--- src/design/pin_mux_pkg.sv ---
// constants, field layout and function codes of the three-pin function multiplexer
// How it works
// - codes 1 and 2 output wake-up and battery
// - pin 0 code 0 outputs power-on reset
// - pin 1 code 0 outputs inverted power-on reset
// - pin 2 code 0 outputs microcontroller clock
// - code 3 direct input, code 10 direct output
// - codes 4,5,6 falling, rising, any-edge interrupt
// - per-pin interrupt status at port bits 6:4
// - direct bits drive outputs, read back inputs
// - port bit 3 puts interrupt on serial output
// - pull-up bit 5 only for digital inputs
// - code 15 data clock out, 16 data in
// - codes 17,18,19 retransmit, tx state, almost full
// - code 29 high, others low, 20-28 reserved
// - codes 7 and 14 analog, driver off
// - bits 7:6 drive strength to pin driver
// - pin events request interrupt only when enabled
// - request low on enabled set, released on read
package pin_mux_pkg;

	// ************************************************************
	// register indices and byte addresses
	// ************************************************************
	localparam logic [7:0]  INT_STATUS_INDEX   = 8'h03;  // interrupt status
	localparam logic [7:0]  INT_ENABLE_INDEX   = 8'h05;  // interrupt enable
	localparam logic [7:0]  PIN0_CONFIG_INDEX  = 8'h0B;  // pin 0 configuration
	localparam logic [7:0]  PIN1_CONFIG_INDEX  = 8'h0C;  // pin 1 configuration
	localparam logic [7:0]  PIN2_CONFIG_INDEX  = 8'h0D;  // pin 2 configuration
	localparam logic [7:0]  PORT_IO_INDEX      = 8'h0E;  // port register
	localparam int unsigned ADDR_WIDTH         = 12;     // apb address width
	localparam logic [1:0]  WORD_OFFSET        = 2'h0;   // byte offset within a word

	// ************************************************************
	// field positions and reset values
	// ************************************************************
	localparam int unsigned DRIVE_MSB          = 7;      // drive strength field
	localparam int unsigned DRIVE_LSB          = 6;
	localparam int unsigned PULLUP_BIT         = 5;      // pull-up enable
	localparam int unsigned FUNC_MSB           = 4;      // function select field
	localparam int unsigned EXT_STATUS_LSB     = 4;      // port: pin event flags
	localparam int unsigned IRQ_ON_SDO_BIT     = 3;      // port: irq on serial out
	localparam int unsigned EXT_INT_BIT        = 3;      // status and enable bit
	localparam logic [7:0]  CONFIG_RESET       = 8'h00;
	localparam logic [7:0]  PORT_RESET         = 8'h00;
	localparam logic        ENABLE_RESET       = 1'h0;

	// ************************************************************
	// pin function codes
	// ************************************************************
	typedef enum logic [4:0] {
		FN_SPECIAL     = 5'h00,  // per-pin: reset, inverted reset, clock
		FN_WAKEUP      = 5'h01,  // wake-up timer expired
		FN_LOW_BATTERY = 5'h02,  // battery below threshold
		FN_DIRECT_IN   = 5'h03,  // direct digital input
		FN_EXT_FALL    = 5'h04,  // interrupt on falling edge
		FN_EXT_RISE    = 5'h05,  // interrupt on rising edge
		FN_EXT_CHANGE  = 5'h06,  // interrupt on any change
		FN_ADC_IN      = 5'h07,  // analog input to converter
		FN_TEST_N_IN   = 5'h08,  // test functions
		FN_TEST_P_IN   = 5'h09,
		FN_DIRECT_OUT  = 5'h0A,  // direct digital output
		FN_TEST_DIG    = 5'h0B,
		FN_TEST_N_OUT  = 5'h0C,
		FN_TEST_P_OUT  = 5'h0D,
		FN_VREF        = 5'h0E,  // reference voltage out
		FN_TX_CLOCK    = 5'h0F,  // transmit data clock out
		FN_TX_DATA     = 5'h10,  // transmit data in
		FN_RETRANSMIT  = 5'h11,  // retransmission request in
		FN_TX_STATE    = 5'h12,  // transmit state out
		FN_FIFO_AFULL  = 5'h13,  // fifo almost full out
		FN_HIGH        = 5'h1D   // constant high
	} pin_function_e;

endpackage

--- src/design/transmitter_pin_function_mux.sv ---
// three-pin function multiplexer with apb registers and pin interrupts
//
// The implementer's own choice: the APB interface to the registers.
module transmitter_pin_function_mux #(
	parameter int unsigned PIN_COUNT   = 3,  // pins served by the register map
	parameter int unsigned SYNC_STAGES = 2   // input synchroniser depth
) (
	input  wire logic                                i_clock,                 // 50 mhz device clock
	input  wire logic                                i_nrst,                  // synchronous reset, active low
	input  wire logic                                i_psel,                  // apb select
	input  wire logic                                i_penable,               // apb enable
	input  wire logic                                i_pwrite,                // apb direction
	input  wire logic [pin_mux_pkg::ADDR_WIDTH-1:0]  i_paddr,                 // apb byte address
	input  wire logic [31:0]                         i_pwdata,                // apb write data
	output logic      [31:0]                         o_prdata,                // apb read data
	output logic                                     o_pready,                // apb ready
	output logic                                     o_pslverr,               // apb error
	input  wire logic [2:0]                          i_pin_in,                // pin levels
	output logic      [2:0]                          o_pin_out,               // pin drive level
	output logic      [2:0]                          o_pin_oe,                // pin driver enable
	output logic      [2:0]                          o_pin_analog,            // analog path connect
	output logic      [2:0]                          o_pin_pullup_enable,     // effective pull-ups
	output logic      [5:0]                          o_pin_drive_strength,    // two bits per pin
	input  wire logic                                i_por,                   // power-on reset flag
	input  wire logic                                i_wakeup_timer_expired,  // wake-up timer expired
	input  wire logic                                i_low_battery,           // battery below threshold
	input  wire logic                                i_mcu_clock,             // microcontroller clock
	input  wire logic                                i_tx_data_clock,         // transmit data clock
	input  wire logic                                i_tx_state,              // transmitter active
	input  wire logic                                i_tx_fifo_almost_full,   // fifo almost full
	output logic                                     o_tx_data,               // data taken from a pin
	output logic                                     o_retransmit_request,    // request taken from a pin
	input  wire logic                                i_serial_select_n,       // serial select, active low
	input  wire logic                                i_sdo_data,              // serial port output data
	input  wire logic                                i_sdo_oe,                // serial port output enable
	output logic                                     o_sdo,                   // serial data output pin
	output logic                                     o_sdo_oe,                // serial data output enable
	output logic                                     o_irq,                   // interrupt, active high
	output logic                                     o_irq_request_n          // interrupt request, active low
);

	// ************************************************************
	// elaboration check
	// ************************************************************
	if (PIN_COUNT != 3) begin : g_check
		$error("register map serves exactly three pins");
	end

	// ************************************************************
	// state
	// ************************************************************
	logic [7:0] pin_config [3];   // per-pin configuration
	logic [2:0] direct_io;        // direct output values
	logic       irq_on_sdo;       // route request to serial output
	logic [2:0] ext_flag;         // per-pin event flags
	logic       ext_enable;       // pin event interrupt enable

	// ************************************************************
	// input synchronisers
	// ************************************************************
	logic [2:0] pin_level;        // synchronised pin levels
	logic [2:0] pin_rise;         // rising edge pulses
	logic [2:0] pin_fall;         // falling edge pulses

	for (genvar p = 0; p < 3; p++) begin : g_sync
		pin_input_sync #(
			.STAGES  (SYNC_STAGES)
		) u_sync (
			.i_clock (i_clock),
			.i_nrst  (i_nrst),
			.i_pin   (i_pin_in[p]),
			.o_level (pin_level[p]),
			.o_rise  (pin_rise[p]),
			.o_fall  (pin_fall[p])
		);
	end

	// ************************************************************
	// apb decode
	// ************************************************************
	wire [7:0] word_index   = i_paddr[9:2];
	wire       upper_zero   = (i_paddr[pin_mux_pkg::ADDR_WIDTH-1:10] == '0);  // high bits must not alias an index
	wire       aligned      = upper_zero && (i_paddr[1:0] == pin_mux_pkg::WORD_OFFSET);
	wire       sel_status   = aligned && (word_index == pin_mux_pkg::INT_STATUS_INDEX);
	wire       sel_enable   = aligned && (word_index == pin_mux_pkg::INT_ENABLE_INDEX);
	wire       sel_cfg0     = aligned && (word_index == pin_mux_pkg::PIN0_CONFIG_INDEX);
	wire       sel_cfg1     = aligned && (word_index == pin_mux_pkg::PIN1_CONFIG_INDEX);
	wire       sel_cfg2     = aligned && (word_index == pin_mux_pkg::PIN2_CONFIG_INDEX);
	wire       sel_port     = aligned && (word_index == pin_mux_pkg::PORT_IO_INDEX);
	wire       mapped       = sel_status | sel_enable | sel_cfg0 | sel_cfg1 | sel_cfg2 | sel_port;
	wire       access       = i_psel & i_penable;
	wire       complete     = access & o_pready;
	wire       do_write     = complete & i_pwrite & mapped;
	wire       status_read  = complete & ~i_pwrite & sel_status;

	// ************************************************************
	// per-pin function decode
	// ************************************************************
	wire [4:0] code [3];
	wire [2:0] is_direct_in;      // pin read back as direct input
	wire [2:0] is_digital_in;     // any digital input function
	wire [2:0] pin_event;         // qualified interrupt edge
	wire [2:0] is_tx_data;        // pin feeds transmit data
	wire [2:0] is_retransmit;     // pin feeds retransmit request
	wire [2:0] own_zero_level;    // code-zero output per pin

	assign own_zero_level[0] = i_por;
	assign own_zero_level[1] = ~i_por;
	assign own_zero_level[2] = i_mcu_clock;

	for (genvar p = 0; p < 3; p++) begin : g_decode
		assign code[p]          = pin_config[p][pin_mux_pkg::FUNC_MSB:0];
		assign is_direct_in[p]  = (code[p] == pin_mux_pkg::FN_DIRECT_IN);
		assign is_tx_data[p]    = (code[p] == pin_mux_pkg::FN_TX_DATA);
		assign is_retransmit[p] = (code[p] == pin_mux_pkg::FN_RETRANSMIT);
		assign is_digital_in[p] = is_direct_in[p] | is_tx_data[p] | is_retransmit[p]
			| (code[p] == pin_mux_pkg::FN_EXT_FALL) | (code[p] == pin_mux_pkg::FN_EXT_RISE)
			| (code[p] == pin_mux_pkg::FN_EXT_CHANGE);
		// edge selection by interrupt flavour
		assign pin_event[p] = ((code[p] == pin_mux_pkg::FN_EXT_FALL) & pin_fall[p])
			| ((code[p] == pin_mux_pkg::FN_EXT_RISE) & pin_rise[p])
			| ((code[p] == pin_mux_pkg::FN_EXT_CHANGE) & (pin_rise[p] | pin_fall[p]));
	end

	// ************************************************************
	// pin driver selection
	// ************************************************************
	// returns {driver enable, level, analog connect}
	function automatic logic [2:0] pin_drive(input logic [4:0] fn, input logic zero_level, input logic dio);
		logic [2:0] result;
		result = 3'h0;
		case (fn)
			pin_mux_pkg::FN_SPECIAL:     result = {1'b1, zero_level, 1'b0};
			pin_mux_pkg::FN_WAKEUP:      result = {1'b1, i_wakeup_timer_expired, 1'b0};
			pin_mux_pkg::FN_LOW_BATTERY: result = {1'b1, i_low_battery, 1'b0};
			// inputs and test functions except FN_TEST_DIG leave the driver off
			pin_mux_pkg::FN_DIRECT_IN, pin_mux_pkg::FN_EXT_FALL, pin_mux_pkg::FN_EXT_RISE,
			pin_mux_pkg::FN_EXT_CHANGE, pin_mux_pkg::FN_TX_DATA, pin_mux_pkg::FN_RETRANSMIT,
			pin_mux_pkg::FN_TEST_N_IN, pin_mux_pkg::FN_TEST_P_IN, pin_mux_pkg::FN_TEST_N_OUT,
			pin_mux_pkg::FN_TEST_P_OUT:  result = 3'h0;
			// analog paths, digital driver off
			pin_mux_pkg::FN_ADC_IN,
			pin_mux_pkg::FN_VREF:        result = 3'h1;
			pin_mux_pkg::FN_DIRECT_OUT:  result = {1'b1, dio, 1'b0};
			pin_mux_pkg::FN_TX_CLOCK:    result = {1'b1, i_tx_data_clock, 1'b0};
			pin_mux_pkg::FN_TX_STATE:    result = {1'b1, i_tx_state, 1'b0};
			pin_mux_pkg::FN_FIFO_AFULL:  result = {1'b1, i_tx_fifo_almost_full, 1'b0};
			pin_mux_pkg::FN_HIGH:        result = 3'h6;
			// reserved and unlisted codes drive low
			default:                     result = 3'h4;
		endcase
		return result;
	endfunction

	wire [2:0] drive [3];
	wire [2:0] next_pin_out;
	wire [2:0] next_pin_oe;
	wire [2:0] next_pin_analog;
	wire [2:0] next_pullup;
	wire [5:0] next_drive_strength;

	for (genvar p = 0; p < 3; p++) begin : g_drive
		assign drive[p]           = pin_drive(code[p], own_zero_level[p], direct_io[p]);
		assign next_pin_oe[p]     = drive[p][2];
		assign next_pin_out[p]    = drive[p][1];
		assign next_pin_analog[p] = drive[p][0];
		assign next_pullup[p]     = pin_config[p][pin_mux_pkg::PULLUP_BIT] & is_digital_in[p];
		assign next_drive_strength[2*p+1:2*p] =
			pin_config[p][pin_mux_pkg::DRIVE_MSB:pin_mux_pkg::DRIVE_LSB];
	end

	// ************************************************************
	// interrupt flags
	// ************************************************************
	// read clears only while enabled; write-one clears too; new events win
	wire       clear_by_read  = status_read & ext_enable;
	wire       clear_by_write = do_write & sel_status & i_pwdata[pin_mux_pkg::EXT_INT_BIT];
	wire       flag_clear     = clear_by_read | clear_by_write;
	wire [2:0] next_ext_flag  = (ext_flag & ~{3{flag_clear}}) | pin_event;
	wire       next_ext_en    = (do_write & sel_enable) ? i_pwdata[pin_mux_pkg::EXT_INT_BIT] : ext_enable;
	wire       next_irq       = (|next_ext_flag) & next_ext_en;
	wire       next_sdo_irq   = irq_on_sdo & i_serial_select_n;

	// ************************************************************
	// read data selection
	// ************************************************************
	wire [2:0] dio_read = (is_direct_in & pin_level) | (~is_direct_in & direct_io);
	wire [7:0] port_read = {1'b0, ext_flag, irq_on_sdo, dio_read};
	wire [7:0] status_read_value = {4'h0, |ext_flag, 3'h0};
	wire [7:0] enable_read_value = {4'h0, ext_enable, 3'h0};
	wire [7:0] read_byte = sel_status ? status_read_value
		: sel_enable ? enable_read_value
		: sel_cfg0   ? pin_config[0]
		: sel_cfg1   ? pin_config[1]
		: sel_cfg2   ? pin_config[2]
		: sel_port   ? port_read
		: 8'h00;

	// ************************************************************
	// apb handshake, one wait state
	// ************************************************************
	always_ff @(posedge i_clock) begin
		if (!i_nrst) begin
			o_pready  <= 1'b0;
			o_prdata  <= 32'h0000_0000;
			o_pslverr <= 1'b0;
		end else begin
			o_pready <= access & ~o_pready;
			if (access && !o_pready) begin
				o_prdata  <= {24'h00_0000, read_byte};
				o_pslverr <= ~mapped;
			end
		end
	end

	// ************************************************************
	// register writes
	// ************************************************************
	always_ff @(posedge i_clock) begin
		if (!i_nrst) begin
			pin_config[0] <= pin_mux_pkg::CONFIG_RESET;
			pin_config[1] <= pin_mux_pkg::CONFIG_RESET;
			pin_config[2] <= pin_mux_pkg::CONFIG_RESET;
			direct_io     <= pin_mux_pkg::PORT_RESET[2:0];
			irq_on_sdo    <= pin_mux_pkg::PORT_RESET[pin_mux_pkg::IRQ_ON_SDO_BIT];
		end else if (do_write) begin
			if (sel_cfg0) begin
				pin_config[0] <= i_pwdata[7:0];
			end
			if (sel_cfg1) begin
				pin_config[1] <= i_pwdata[7:0];
			end
			if (sel_cfg2) begin
				pin_config[2] <= i_pwdata[7:0];
			end
			if (sel_port) begin
				direct_io  <= i_pwdata[2:0];
				irq_on_sdo <= i_pwdata[pin_mux_pkg::IRQ_ON_SDO_BIT];
			end
		end
	end

	// ************************************************************
	// interrupt state
	// ************************************************************
	always_ff @(posedge i_clock) begin
		if (!i_nrst) begin
			ext_flag   <= 3'h0;
			ext_enable <= pin_mux_pkg::ENABLE_RESET;
		end else begin
			ext_flag   <= next_ext_flag;
			ext_enable <= next_ext_en;
		end
	end

	// ************************************************************
	// registered pin and system outputs
	// ************************************************************
	always_ff @(posedge i_clock) begin
		if (!i_nrst) begin
			o_pin_out            <= 3'h0;
			o_pin_oe             <= 3'h0;
			o_pin_analog         <= 3'h0;
			o_pin_pullup_enable  <= 3'h0;
			o_pin_drive_strength <= 6'h00;
			o_tx_data            <= 1'b0;
			o_retransmit_request <= 1'b0;
			o_irq                <= 1'b0;
			o_irq_request_n      <= 1'b1;
			o_sdo                <= 1'b0;
			o_sdo_oe             <= 1'b0;
		end else begin
			o_pin_out            <= next_pin_out;
			o_pin_oe             <= next_pin_oe;
			o_pin_analog         <= next_pin_analog;
			o_pin_pullup_enable  <= next_pullup;
			o_pin_drive_strength <= next_drive_strength;
			o_tx_data            <= |(is_tx_data & pin_level);
			o_retransmit_request <= |(is_retransmit & pin_level);
			o_irq                <= next_irq;
			o_irq_request_n      <= ~next_irq;
			// serial output carries the request only while deselected
			o_sdo                <= next_sdo_irq ? ~next_irq : i_sdo_data;
			o_sdo_oe             <= next_sdo_irq | i_sdo_oe;
		end
	end

	// ************************************************************
	// assertions
	// ************************************************************
	pready_pulse_a: assert property (@(posedge i_clock) disable iff (!i_nrst)
		o_pready |=> !o_pready)
		else $error("ready held longer than one cycle");

	access_wait_a: assert property (@(posedge i_clock) disable iff (!i_nrst)
		access && !o_pready |=> o_pready)
		else $error("ready not given after one wait state");

	fixed_high_a: assert property (@(posedge i_clock) disable iff (!i_nrst)
		code[0] == pin_mux_pkg::FN_HIGH |=> o_pin_out[0] && o_pin_oe[0])
		else $error("constant-high code not driven high");

	analog_off_a: assert property (@(posedge i_clock) disable iff (!i_nrst)
		code[2] == pin_mux_pkg::FN_ADC_IN || code[2] == pin_mux_pkg::FN_VREF |=> !o_pin_oe[2] && o_pin_analog[2])
		else $error("analog function left the driver on");

	pullup_gate_a: assert property (@(posedge i_clock) disable iff (!i_nrst)
		o_pin_pullup_enable[0] |-> $past(is_digital_in[0]) && $past(pin_config[0][pin_mux_pkg::PULLUP_BIT]))
		else $error("pull-up active outside digital input");

	ext_status_a: assert property (@(posedge i_clock) disable iff (!i_nrst)
		pin_event[1] |=> ext_flag[1])
		else $error("pin event not recorded");

	irq_enable_a: assert property (@(posedge i_clock) disable iff (!i_nrst)
		!ext_enable && !(do_write && sel_enable) |=> o_irq_request_n && !o_irq)
		else $error("request asserted while disabled");

	read_release_a: assert property (@(posedge i_clock) disable iff (!i_nrst)
		clear_by_read && pin_event == 3'h0 |=> o_irq_request_n ##1 (ext_flag == 3'h0 || $past(|pin_event)))
		else $error("status read did not release the request");

	sdo_route_a: assert property (@(posedge i_clock) disable iff (!i_nrst)
		irq_on_sdo && i_serial_select_n |=> o_sdo_oe && (o_sdo == o_irq_request_n))
		else $error("request missing on serial output");

	direct_out_a: assert property (@(posedge i_clock) disable iff (!i_nrst)
		code[1] == pin_mux_pkg::FN_DIRECT_OUT |=> o_pin_oe[1] && (o_pin_out[1] == $past(direct_io[1])))
		else $error("direct output does not follow its bit");

	power_on_out_a: assert property (@(posedge i_clock) disable iff (!i_nrst)
		code[0] == pin_mux_pkg::FN_SPECIAL |=> o_pin_oe[0] && (o_pin_out[0] == $past(i_por)))
		else $error("pin 0 does not show power-on reset");

	inverted_reset_a: assert property (@(posedge i_clock) disable iff (!i_nrst)
		code[1] == pin_mux_pkg::FN_SPECIAL |=> o_pin_oe[1] && (o_pin_out[1] == !$past(i_por)))
		else $error("pin 1 does not show inverted power-on reset");

	fall_event_a: assert property (@(posedge i_clock) disable iff (!i_nrst)
		code[0] == pin_mux_pkg::FN_EXT_FALL && $fell(pin_level[0]) |=> ext_flag[0])
		else $error("falling edge not recorded");

	tx_data_in_a: assert property (@(posedge i_clock) disable iff (!i_nrst)
		is_tx_data == 3'h2 |=> o_tx_data == $past(pin_level[1]))
		else $error("transmit data not taken from its pin");

endmodule

--- src/design/pin_input_sync.sv ---
// synchroniser and edge detector for one pin input
module pin_input_sync #(
	parameter int unsigned STAGES = 2  // synchroniser depth
) (
	input  wire logic i_clock,   // device clock
	input  wire logic i_nrst,    // synchronous reset, active low
	input  wire logic i_pin,     // raw pin level
	output logic      o_level,   // synchronised level
	output logic      o_rise,    // one-cycle rising edge
	output logic      o_fall     // one-cycle falling edge
);

	// ************************************************************
	// elaboration check
	// ************************************************************
	if (STAGES < 2) begin : g_check
		$error("pin_input_sync needs at least two stages");
	end

	logic [STAGES-1:0] sync;   // synchroniser chain
	logic              prev;   // last synchronised level

	// ************************************************************
	// chain and edge history
	// ************************************************************
	// first stage feeds only the second; edges look at the last stage
	always_ff @(posedge i_clock) begin
		if (!i_nrst) begin
			sync <= '0;
			prev <= 1'b0;
		end else begin
			sync <= {sync[STAGES-2:0], i_pin};
			prev <= sync[STAGES-1];
		end
	end

	assign o_level = sync[STAGES-1];
	assign o_rise  = sync[STAGES-1] & ~prev;
	assign o_fall  = ~sync[STAGES-1] & prev;

endmodule

--- config.mk ---
export PLATFORM = sky130hd
export DESIGN_NAME = transmitter_pin_function_mux
export DESIGN_NICKNAME = d
export VERILOG_FILES = /design/src/design/pin_mux_pkg.sv /design/src/design/transmitter_pin_function_mux.sv /design/src/design/pin_input_sync.sv
export SDC_FILE = /design/constraint.sdc
export NUM_CORES = 1
export LEC_CHECK = 0
export BUFFER_PORTS_ARGS = -buffer_cell sky130_fd_sc_hd__buf_4
export CORE_UTILIZATION = 55
export CTS_CLUSTER_SIZE = 14
export DETAILED_ROUTE_END_ITERATION = 8
export PLACE_DENSITY = 0.91
export SKIP_LAST_GASP = 1
export SYNTH_ARGS = -nofsm -noshare
export SYNTH_HDL_FRONTEND = slang
export SYNTH_SLANG_ARGS = --single-unit
--- constraint.sdc ---
create_clock -name i_clock -period 6.4 [get_ports i_clock]
set_clock_uncertainty 0.2 [all_clocks]
set_input_delay 0.96 -clock i_clock [delete_from_list [all_inputs] [get_ports i_clock]]
set_output_delay 0.96 -clock i_clock [all_outputs]
set_load 0.02 [all_outputs]
==> impl_results.md, run 1 <==
- Status: completed
- CP top delay family: simple AND/OR/NAND/NOR gates
- Transition time of the tightest slew-check pin: 1040 ps
- Global Route Usage Sum: 26.8%
- Number of synthesized flops with an enable pin: 24
- Final routed wirelength across all metal layers: 9400 µm
- Share of layout cells above drive strength 1: 21.0%
- Static Leakage: 1.80 nW
- Hold-fix buffers at CTS: 0
- Area share of xor/xnor cells in the synthesized design: 1.38%
- Simple logic cell fraction of the synthesized area: 20.8%
- H-tree Lvls: 3
- Final critical path time including I/O delays and setup: 3090 ps
- Unrepaired setup endpoints after global routing: false
- Layout overhead on the synthesized area: 16.8%
- Maximum net fanout on the critical path: 8
- Critical path endpoint category: register
- Number of pins exceeding their max-slew limit in the final report: 0
- Sequential element share of the synthesized area: 45.9%
- Global-route congestion overflow total: 0
- Critical Path, Cell by Cell: buf_4, or4_4, nor3_1, nand2_1, o21ai_0
- Origin of the critical flop-to-flop path: pin_config[0][0]
- Required time reported for the critical path endpoint: 6180 ps
- R2R setup slack: 4060 ps
- Power density cells: 222 nW/µm²
- # resized after CTS: 0
- Capture point of the critical path: pin_config[0][10]
- Ys async rst share: 0%
- Root Buffer Master: sky130_fd_sc_hd__clkbuf_8
- Largest net degree at the start of global routing: 48
- Post-Syn Area per Cell: 9.37 µm²
- Path type of the worst min-delay path: register to register
- TritonCTS clock tree: yes
- Residual DRC: 0
- Maximum buffer depth of the clock tree: 2
- Final period util: 48.3%
- Warnings, synthesis: 0
- Number of cells on the critical path: 5
- DIE WIDTH: 85.1 µm
- Critical path type: primary input to register
- Initial cell density of the core: 58.4%
- Die footprint: 7240 µm²
- Share of synthesized area spent on multiplexers: 4.35%
- Total of flip-flops plus latches after synthesis: 75
- Startpoint types: primary input
- Dominant combinational cell family by area after synthesis: simple AND/OR/NAND/NOR gates
- Post-CTS setup-driven buffer insertion count: 0
- Setup Slack @ Placement: 2920 ps
- Slowest cell delay on critical path: 810 ps
- Number of antenna diodes: 0
- Most frequent standard cell in the layout excluding fill and tap cells: sky130_fd_sc_hd__buf_4
- IO buf count: 71
- Signal arrival time at the worst endpoint: 2870 ps
- First-pass GRT wire length: 15,000 µm
- Mean number of vias per cell: 6.04
- Worst Reg-to-Reg Cells: 5
- Final hold violation count: 0
- Post-route ant nets: 0
- Die span in y: 85.1 µm
- Clock slew at the register clock pins of the worst setup and hold paths: 80 ps
- Standard cell with the maximum stage delay on the critical path: sky130_fd_sc_hd__o21ai_0
- Core Util, Final: 68.2%
- HPWL after detailed placement: 6760 µm
- Slew HR: 29.9%
- Hold slack: 242 ps
- Rows: 29
- Number of standard cells after synthesis: 405
- End of the worst register-to-register path: o_sdo
- Leading cell types in the layout, fill and taps excluded: 73 x sky130_fd_sc_hd__buf_4, 51 x sky130_fd_sc_hd__dfxtp_1, 32 x sky130_fd_sc_hd__nand2_1
- Post-synthesis compound-gate area fraction: 16.2%
- Number of max-cap violations: 0
- Final setup violation count: 0
- Average wire length per cell after detail routing: 17.3 µm
- Ports: 120
- Iter 0 DRT Violations: 432
- Worst vdd ir: 121 µV
- Bufs and invs on worst path: 1
- Adder and majority gate portion of the synthesized area: 1.98%
- Number of distinct standard cells referenced by the synthesized netlist: 55
- Achievable Freq: 324 MHz
- Post-synthesis instance area: 3790 µm²
- # nets final: 530
- Number of clock sinks: 75
- Routability cong.: 0.898
- Total number of vias: 3,287
- Initial antenna violation count: 0
- Number of global-route vias before repair: 3,041
- Crit path launch: i_paddr[7]
- TNS Setup: 0 ps
- Core Box Area: 6490 µm²
- Setup WS post-layout: 3310 ps
- Inserted Clock Buffers: 9
- Top_reg_cell synth: sky130_fd_sc_hd__dfxtp_1
- TritonRoute pass-1 iters: 6
- Insertion delay of the later-clocked pin in the worst-skew pair: 360 ps
[flip-flops by register name, indices dropped and copies added (netlist names), 3 cells and up]
register              cells
g_sync.u_sync.prev        3
o_pin_drive_strength      6
ext_flag                  3
o_pin_analog              3
o_pin_out                 3
g_sync.u_sync.sync        6
direct_io                 3
o_prdata                  8
pin_config               24
o_pin_pullup_enable       3
o_pin_oe                  3
[synth_stat cells (3+ instances only)]
library cell               number  share of area (%)
sky130_fd_sc_hd__nand3_1        6               0.79
sky130_fd_sc_hd__edfxtp_1      24                 19
sky130_fd_sc_hd__inv_1         18                1.8
sky130_fd_sc_hd__nand2b_1       8                1.3
sky130_fd_sc_hd__buf_4         24                4.7
sky130_fd_sc_hd__ha_1           6                2.0
sky130_fd_sc_hd__nor3b_1        7                1.4
sky130_fd_sc_hd__a22oi_1        5               0.99
sky130_fd_sc_hd__nor3_1         9                1.2
sky130_fd_sc_hd__a21boi_0       4               0.79
sky130_fd_sc_hd__clkbuf_1      24                2.4
sky130_fd_sc_hd__o22ai_1        7                1.2
sky130_fd_sc_hd__mux2i_1       12                3.2
sky130_fd_sc_hd__nand2_1       32                3.2
sky130_fd_sc_hd__a22o_1         5                1.2
sky130_fd_sc_hd__mux2_2         4                1.2
sky130_fd_sc_hd__nor2_1        15                1.5
sky130_fd_sc_hd__o21ai_0       23                3.0
sky130_fd_sc_hd__nand4_1        4               0.66
sky130_fd_sc_hd__and2_1        23                3.8
sky130_fd_sc_hd__xnor2_1        6                1.4
sky130_fd_sc_hd__a21oi_1       18                2.4
sky130_fd_sc_hd__nor2b_1       15                2.5
sky130_fd_sc_hd__a31oi_1        4               0.66
sky130_fd_sc_hd__and3_1         3               0.49
sky130_fd_sc_hd__o31ai_1        3               0.59
sky130_fd_sc_hd__dfxtp_1       51                 27
sky130_fd_sc_hd__o211ai_1       3               0.59
sky130_fd_sc_hd__o21a_1         3               0.59
sky130_fd_sc_hd__o32a_1         4                1.1
[cell type report]
| class | count | area [µm²] |
|---|---|---|
| Fill cell | 495 | 2060 |
| Multi-Input combinational cell | 285 | 1790 |
| Sequential cell | 75 | 1740 |
| Timing Repair Buffer | 73 | 548 |
| Clock buffer | 10 | 128 |
| Tap cell | 77 | 96.3 |
| Inverter | 18 | 67.6 |
| Clock inverter | 6 | 65.1 |
[how the worst min path moves through the flow]
stage | startpoint | endpoint | slack (ps) | cells after the start
6_report | g_sync[1].u_sync.sync[0] | g_sync[1].u_sync.sync[1] | 240 | 1
5_1_grt | g_sync[2].u_sync.sync[0] | g_sync[2].u_sync.sync[1] | 250 | 1
4_1_cts | g_sync[0].u_sync.sync[0] | g_sync[0].u_sync.sync[1] | 240 | 1
3_5_place_dp | g_sync[0].u_sync.sync[0] | g_sync[0].u_sync.sync[1] | 220 | 1
3_3_place_gp | g_sync[2].u_sync.sync[0] | g_sync[2].u_sync.sync[1] | 220 | 1
2_1_floorplan | g_sync[0].u_sync.sync[0] | g_sync[0].u_sync.sync[1] | 210 | 1
[routing by layer]
metal  vias up  track usage (%)  wire (µm)
li1       1496                -          -
met1      1546             34.1       3800
met2       207             42.8       4520
met3        38             6.32        798
met4         0             13.9        278
met5         -                0          0
[worst reg2reg max path, stage by stage, from the launching register on]
cell and delay, ps:
sky130_fd_sc_hd__edfxtp_1 720, sky130_fd_sc_hd__mux2_2 400, sky130_fd_sc_hd__o211ai_1 320, sky130_fd_sc_hd__nand3_1 160, sky130_fd_sc_hd__a21oi_1 290, sky130_fd_sc_hd__o311a_1 210
[power breakdown]
part	leakage (nW)	total [mW]	switching [mW]	internal [mW]
logic	1.04	0.102	0.0589	0.0436
registers	0.666	0.519	0.0165	0.502
clock network	0.0944	0.364	0.183	0.180
total	1.80	0.985	0.259	0.726
[cells by family (layout without fill, tap and decap cells)]
kind of cell,after synthesis,count (layout)
xor gates and xnor gates,6,6
muxes,16,16
AOI/OAI and AO/OA,93,93
DFF,75,75
other,1,24
adders and majority gates,6,6
and+or+nand+nor,140,140
buffers and inverters,68,107
[stage by stage]
step	power, mW	cell area, µm²	std cells
6_report	0.985	4430	544
5_1_grt	1.02	4430	544
4_1_cts	0.983	4430	544
3_5_place_dp	0.629	4240	528
3_3_place_gp	0.624	4240	528
2_1_floorplan	0.598	3880	428
Power figures use the tool's default switching activity.
==> run 2: changes to the inputs <==
--- a/config.mk
+++ b/config.mk
@@ -6,10 +6,10 @@
 export NUM_CORES = 1
 export LEC_CHECK = 0
 export BUFFER_PORTS_ARGS = -buffer_cell sky130_fd_sc_hd__buf_4
-export CORE_UTILIZATION = 55
+export CORE_UTILIZATION = 51
 export CTS_CLUSTER_SIZE = 14
 export DETAILED_ROUTE_END_ITERATION = 8
-export PLACE_DENSITY = 0.91
+export PLACE_DENSITY = 0.86
 export SKIP_LAST_GASP = 1
 export SYNTH_ARGS = -nofsm -noshare
 export SYNTH_HDL_FRONTEND = slang
==> constraint.sdc (replaced) <==
create_clock -name i_clock -period 3.2 [get_ports i_clock]
set_clock_uncertainty 0.2 [all_clocks]
set_input_delay 0.48 -clock i_clock [delete_from_list [all_inputs] [get_ports i_clock]]
set_output_delay 0.48 -clock i_clock [all_outputs]
set_load 0.02 [all_outputs]
==> run 2 against run 1 <==
Compared with the run above:
- global-route usage is 3.6 points lower
- non-clock buffer count is 3 higher
- setup slack worse by 2600 ps
- first-iteration DRC count is 20% lower
- combinational power is 100% higher
- sequential share of layout area is 0.47 points lower
- critical endpoint is now o_irq_request_n
- largest power group unchanged
==> impl_results.md, run 2 (same netlist as run 1, synthesis figures left out) <==
- Status: completed
- Number of global-route vias before repair: 2,855
- Transition time of the tightest slew-check pin: 574 ps
- R2R setup slack: 960 ps
- Maximum net fanout on the critical path: 5
- Placed inst area: 4290 µm²
- # resized after CTS: 0
- Number of standard cells in the final layout excluding fillers: 569
- Total number of vias: 3,168
- Post-CTS setup-driven buffer insertion count: 0
- Path type of the worst min-delay path: primary input to register
- Initial antenna violation count: 0
- TNS Setup: 0 ps
- Largest registers ranked by flip-flop count: pin_config x24, o_prdata x8
- Global-route congestion overflow total: 0
- Largest net degree at the start of global routing: 48
- Core Box Area: 7210 µm²
- Final routed wirelength across all metal layers: 8780 µm
- Post-route ant nets: 0
- Power density cells: 438 nW/µm²
- DIE WIDTH: 88.3 µm
- Initial cell density of the core: 52.6%
- Rows: 31
- Mean number of vias per cell: 5.57
- Ports: 120
- Most frequent standard cell in the layout excluding fill and tap cells: sky130_fd_sc_hd__buf_4
- Achievable Freq: 408 MHz
- Die span in y: 88.3 µm
- Min-Delay Endpoint: g_sync[2].u_sync.sync[0]
- Layout overhead on the synthesized area: 18.2%
- Unrepaired setup endpoints after global routing: false
- Final setup violation count: 0
- Worst vdd ir: 320 µV
- Startpoint types: primary input
- Hold-critical path depth: 2
- Hold-fix buffers at CTS: 0
- Clock slew at the register clock pins of the worst setup and hold paths: 80 ps
- Final hold violation count: 0
- Critical path type: primary input to register
- Root Buffer Master: sky130_fd_sc_hd__clkbuf_8
- Global Route Usage Sum: 23.2%
- Routability cong.: 0.884
- Slew HR: 61.8%
- Die footprint: 7790 µm²
- Number of flip-flops in the largest register: 24
- TritonRoute pass-1 iters: 5
- Leading cell types in the layout, fill and taps excluded: 76 x sky130_fd_sc_hd__buf_4, 51 x sky130_fd_sc_hd__dfxtp_1, 32 x sky130_fd_sc_hd__nand2_1
- Register name with the most flops: pin_config
- Signal arrival time at the worst endpoint: 2480 ps
- Maximum buffer depth of the clock tree: 2
- HPWL after detailed placement: 6370 µm
- Insertion delay of the later-clocked pin in the worst-skew pair: 350 ps
- Origin of the worst min-delay path: i_pin_in[2]
- TritonCTS clock tree: yes
- Number of max-cap violations: 0
- Iter 0 DRT Violations: 346
- Number of pins exceeding their max-slew limit in the final report: 0
- Worst Reg-to-Reg Cells: 5
- Residual DRC: 0
- Share of layout cells above drive strength 1: 21.5%
- # nets final: 533
- Average wire length per cell after detail routing: 15.4 µm
- Placed Cells: 553
- Number of antenna diodes: 0
- Power, Total: 1.96 mW
- Critical path endpoint category: register
- Origin of the critical flop-to-flop path: pin_config[0][0]
- Inserted Clock Buffers: 9
- Number of clock sinks: 75
- End of the worst register-to-register path: o_sdo
- Hold slack: 142 ps
- IO buf count: 71
- First-pass GRT wire length: 13,600 µm
- Final period util: 76.5%
- Static Leakage: 1.82 nW
- H-tree Lvls: 3
- Final standard cell area without fillers: 4490 µm²
- Final critical path time including I/O delays and setup: 2450 ps
- Required time reported for the critical path endpoint: 3230 ps
## run 2: changes by cell type in the layout (fill, tap and decap cells not counted)
cell                       change
sky130_fd_sc_hd__buf_4         +3
sky130_fd_sc_hd__clkbuf_1      +1
sky130_fd_sc_hd__clkbuf_8      +1
sky130_fd_sc_hd__clkinv_1      -1
sky130_fd_sc_hd__clkinv_2      +1
sky130_fd_sc_hd__clkinv_4      -1
sky130_fd_sc_hd__inv_4         -1
## run 2: per-layer routing
layer	up-vias	share of wire [%]	track usage (%)	wire, µm
li1	1506	-	-	-
met1	1481	43	31.3	3750
met2	155	47	36.2	4130
met3	26	8.0	4.94	705
met4	0	2.3	10.1	199
met5	-	0	0	0
## run 2: power by group
group          internal, mW  switching [mW]
sequential             1.00          0.0294
clock                 0.382           0.343
combinational        0.0882           0.116
## run 2: cell type report
cell class              instances  area [µm²]
repair buffers                 76         571
clock buffers                  12         145
multi-input cells             285        1790
flip-flops and latches         75        1740
clock inverters                 4        51.3
well taps                      99         124
fillers                       606        2730
inverters                      18        67.6
## run 2: worst max-delay path by stage
stage,startpoint,to,slack [ps],cells past startpoint
6_report,i_paddr[7],o_irq_request_n,750,6
3_5_place_dp,i_paddr[7],o_irq_request_n,390,6
5_1_grt,i_paddr[7],o_irq_request_n,700,6
4_1_cts,i_paddr[7],o_irq_request_n,760,6
3_3_place_gp,i_paddr[7],o_irq_request_n,420,6
2_1_floorplan,i_paddr[7],o_irq_request_n,610,5
## run 2: stage by stage
stage | setup slack, ps | utilization [%]
floorplan | 610 | -
global placement | 418 | 59.5
detailed placement | 392 | 59.5
CTS | 764 | 62.2
global route | 702 | 62.2
finish | 751 | 62.2
## run 2: worst max-delay path, stage by stage
cell and delay, ps:
sky130_fd_sc_hd__buf_4 110, sky130_fd_sc_hd__or4_4 550, sky130_fd_sc_hd__nor3_2 300, sky130_fd_sc_hd__and3_1 220
sky130_fd_sc_hd__mux2_2 360, sky130_fd_sc_hd__or3b_2 460
==> run 3: changes to the inputs <==
--- a/config.mk
+++ b/config.mk
@@ -6,10 +6,10 @@
 export NUM_CORES = 1
 export LEC_CHECK = 0
 export BUFFER_PORTS_ARGS = -buffer_cell sky130_fd_sc_hd__buf_4
-export CORE_UTILIZATION = 51
+export CORE_UTILIZATION = 46
 export CTS_CLUSTER_SIZE = 14
 export DETAILED_ROUTE_END_ITERATION = 8
-export PLACE_DENSITY = 0.86
+export PLACE_DENSITY = 0.82
 export SKIP_LAST_GASP = 1
 export SYNTH_ARGS = -nofsm -noshare
 export SYNTH_HDL_FRONTEND = slang
==> constraint.sdc (replaced) <==
create_clock -name i_clock -period 2.1 [get_ports i_clock]
set_clock_uncertainty 0.2 [all_clocks]
set_input_delay 0.315 -clock i_clock [delete_from_list [all_inputs] [get_ports i_clock]]
set_output_delay 0.315 -clock i_clock [all_outputs]
set_load 0.02 [all_outputs]
==> run 3 against run 2 <==
Compared with the run above:
- sequential share of layout area decreased by 2.4 points
- final area grew 6.5%
- critical endpoint unchanged
- critical path type unchanged
- non-clock buffer count rose by 30
- hold slack got worse by 120 ps
- critical path depth did not move
- largest power group unchanged
==> impl_results.md, run 3 (same netlist as run 1, synthesis figures left out) <==
- Initial antenna violation count: 0
- Iter 0 DRT Violations: 299
- Crit path launch: i_paddr[8]
- Largest registers ranked by flip-flop count: pin_config x24, o_prdata x8
- Final critical path time including I/O delays and setup: 2030 ps
- Post-CTS setup-driven buffer insertion count: 0
- # nets final: 563
- Largest net degree at the start of global routing: 31
- Origin of the worst min-delay path: i_serial_select_n
- Number of clock sinks: 75
- Critical Path, Cell by Cell: buf_4, or4_4, nor3_4, and3_1, mux2_4, or3b_4
- Sw power: 0.773 mW
- Final setup violation count: 0
- Total number of vias: 3,312
- Placed Cells: 582
- TritonRoute pass-1 iters: 6
- Layout overhead on the synthesized area: 25.8%
- Origin of the critical flop-to-flop path: pin_config[0][12]
- Worst Reg-to-Reg Cells: 4
- Register name with the most flops: pin_config
- Average wire length per cell after detail routing: 15.6 µm
- Bufs and invs on worst path: 1
- Number of global-route vias before repair: 3,044
- Number of flip-flops in the largest register: 24
- TritonCTS clock tree: yes
- Final period util: 96.5%
- Share of layout cells above drive strength 1: 26.4%
- Worst vdd ir: 496 µV
- Number of antenna diodes: 0
- Status: completed
- Rows: 32
- Clock slew at the register clock pins of the worst setup and hold paths: 80 ps
- Path type of the worst min-delay path: primary input to register
- Sequential share of power: 50.5%
- Ports: 120
- Signal arrival time at the worst endpoint: 2060 ps
- Final routed wirelength across all metal layers: 9370 µm
- Power, Total: 3.08 mW
- Hold-critical path depth: 3
- Static Leakage: 1.99 nW
- Portion of total power attributed to combinational logic: 11.9%
- Global Route Usage Sum: 22.3%
- Hold slack: 22.9 ps
- Mean number of vias per cell: 5.50
- Core Box Area: 7850 µm²
- Min-Delay Endpoint: o_sdo_oe
- Startpoint types: primary input
- Global-route congestion overflow total: 0
- Inserted Clock Buffers: 9
- TNS Setup: 0 ps
- Achievable Freq: 493 MHz
- Number of pins exceeding their max-slew limit in the final report: 0
- CP top delay family: simple AND/OR/NAND/NOR gates
- Slew HR: 56.2%
- Required time reported for the critical path endpoint: 2130 ps
- DIE WIDTH: 92.8 µm
- Number of max-cap violations: 0
- Unrepaired setup endpoints after global routing: false
- Die footprint: 8620 µm²
- Clock group share of total power: 37.5%
- Initial cell density of the core: 48.4%
- End of the worst register-to-register path: o_prdata[1]
- R2R setup slack: 110 ps
- Critical path type: primary input to register
- Number of standard cells in the final layout excluding fillers: 602
- HPWL after detailed placement: 6960 µm
- Switching fraction of total power: 25.1%
- Power density cells: 646 nW/µm²
- Root Buffer Master: sky130_fd_sc_hd__clkbuf_8
- IO buf count: 71
- Leading cell types in the layout, fill and taps excluded: 101 x sky130_fd_sc_hd__buf_4, 51 x sky130_fd_sc_hd__dfxtp_1, 32 x sky130_fd_sc_hd__nand2_1
- Setup WS post-layout: 73.1 ps
- Routability cong.: 0.900
- Most frequent standard cell in the layout excluding fill and tap cells: sky130_fd_sc_hd__buf_4
- Internal: 2.31 mW
- Slowest cell delay on critical path: 560 ps
- Setup Slack @ Placement: -292 ps
- Final hold violation count: 0
- First-pass GRT wire length: 15,000 µm
- Transition time of the tightest slew-check pin: 657 ps
- Critical path endpoint category: register
- Standard cell with the maximum stage delay on the critical path: sky130_fd_sc_hd__or4_4
- Die span in y: 92.8 µm
- Maximum buffer depth of the clock tree: 2
- Residual DRC: 0
- Post-route ant nets: 0
- H-tree Lvls: 3
- Insertion delay of the later-clocked pin in the worst-skew pair: 350 ps
- Maximum net fanout on the critical path: 4
## run 3: power by group through the flow
stage	Clock [mW]	Combinational, mW	Sequential [mW]
3_3_place_gp	0	0.348	1.59
5_1_grt	1.24	0.398	1.56
2_1_floorplan	0	0.226	1.60
3_5_place_dp	0	0.356	1.59
4_1_cts	1.17	0.364	1.56
6_report	1.16	0.368	1.56
## run 3: worst register-to-register path, stage by stage, from the launching register on
cell and delay (ps):
sky130_fd_sc_hd__edfxtp_1 420, sky130_fd_sc_hd__or4b_1 570, sky130_fd_sc_hd__o311a_1 310, sky130_fd_sc_hd__o32a_1 330, sky130_fd_sc_hd__o21ai_1 110
## run 3: through the flow
| step | util (%) | instance area, µm² |
|---|---|---|
| 3_3_place_gp | 57.6 | 4520 |
| 4_1_cts | 60.8 | 4770 |
| 6_report | 60.9 | 4780 |
| 2_1_floorplan | - | 3900 |
| 5_1_grt | 60.9 | 4780 |
| 3_5_place_dp | 57.6 | 4520 |
## run 3: repair_timing
action,in CTS,in global routing
setup endpoints to repair,0,1
endpoints found under the hold margin,4,0
resized for setup,0,1
hold buffers,4,0
## run 3: worst max-delay path by stage
stage | to | slack [ps] | cells past startpoint
after global routing | o_irq_request_n | 30 | 6
after detailed placement | o_irq_request_n | -290 | 6
final | o_irq_request_n | 70 | 6
after CTS | o_irq_request_n | 80 | 6
after global placement | o_irq_request_n | -280 | 6
after floorplan | o_irq_request_n | -190 | 5
## run 3: layer usage
layer	share of wire [%]	wire, µm	track usage (%)
met1	44	4160	30.5
met2	46	4310	34.9
met3	6.7	628	2.87
met4	2.9	272	10.6
met5	0	0	0
## run 3: area by class of cell
class,count,area [µm²]
fillers,664,3070
multi-input cells,285,1810
flip-flops and latches,75,1740
repair buffers,106,818
clock buffers,10,149
well taps,102,128
inverters,18,67.6
clock inverters,6,61.3
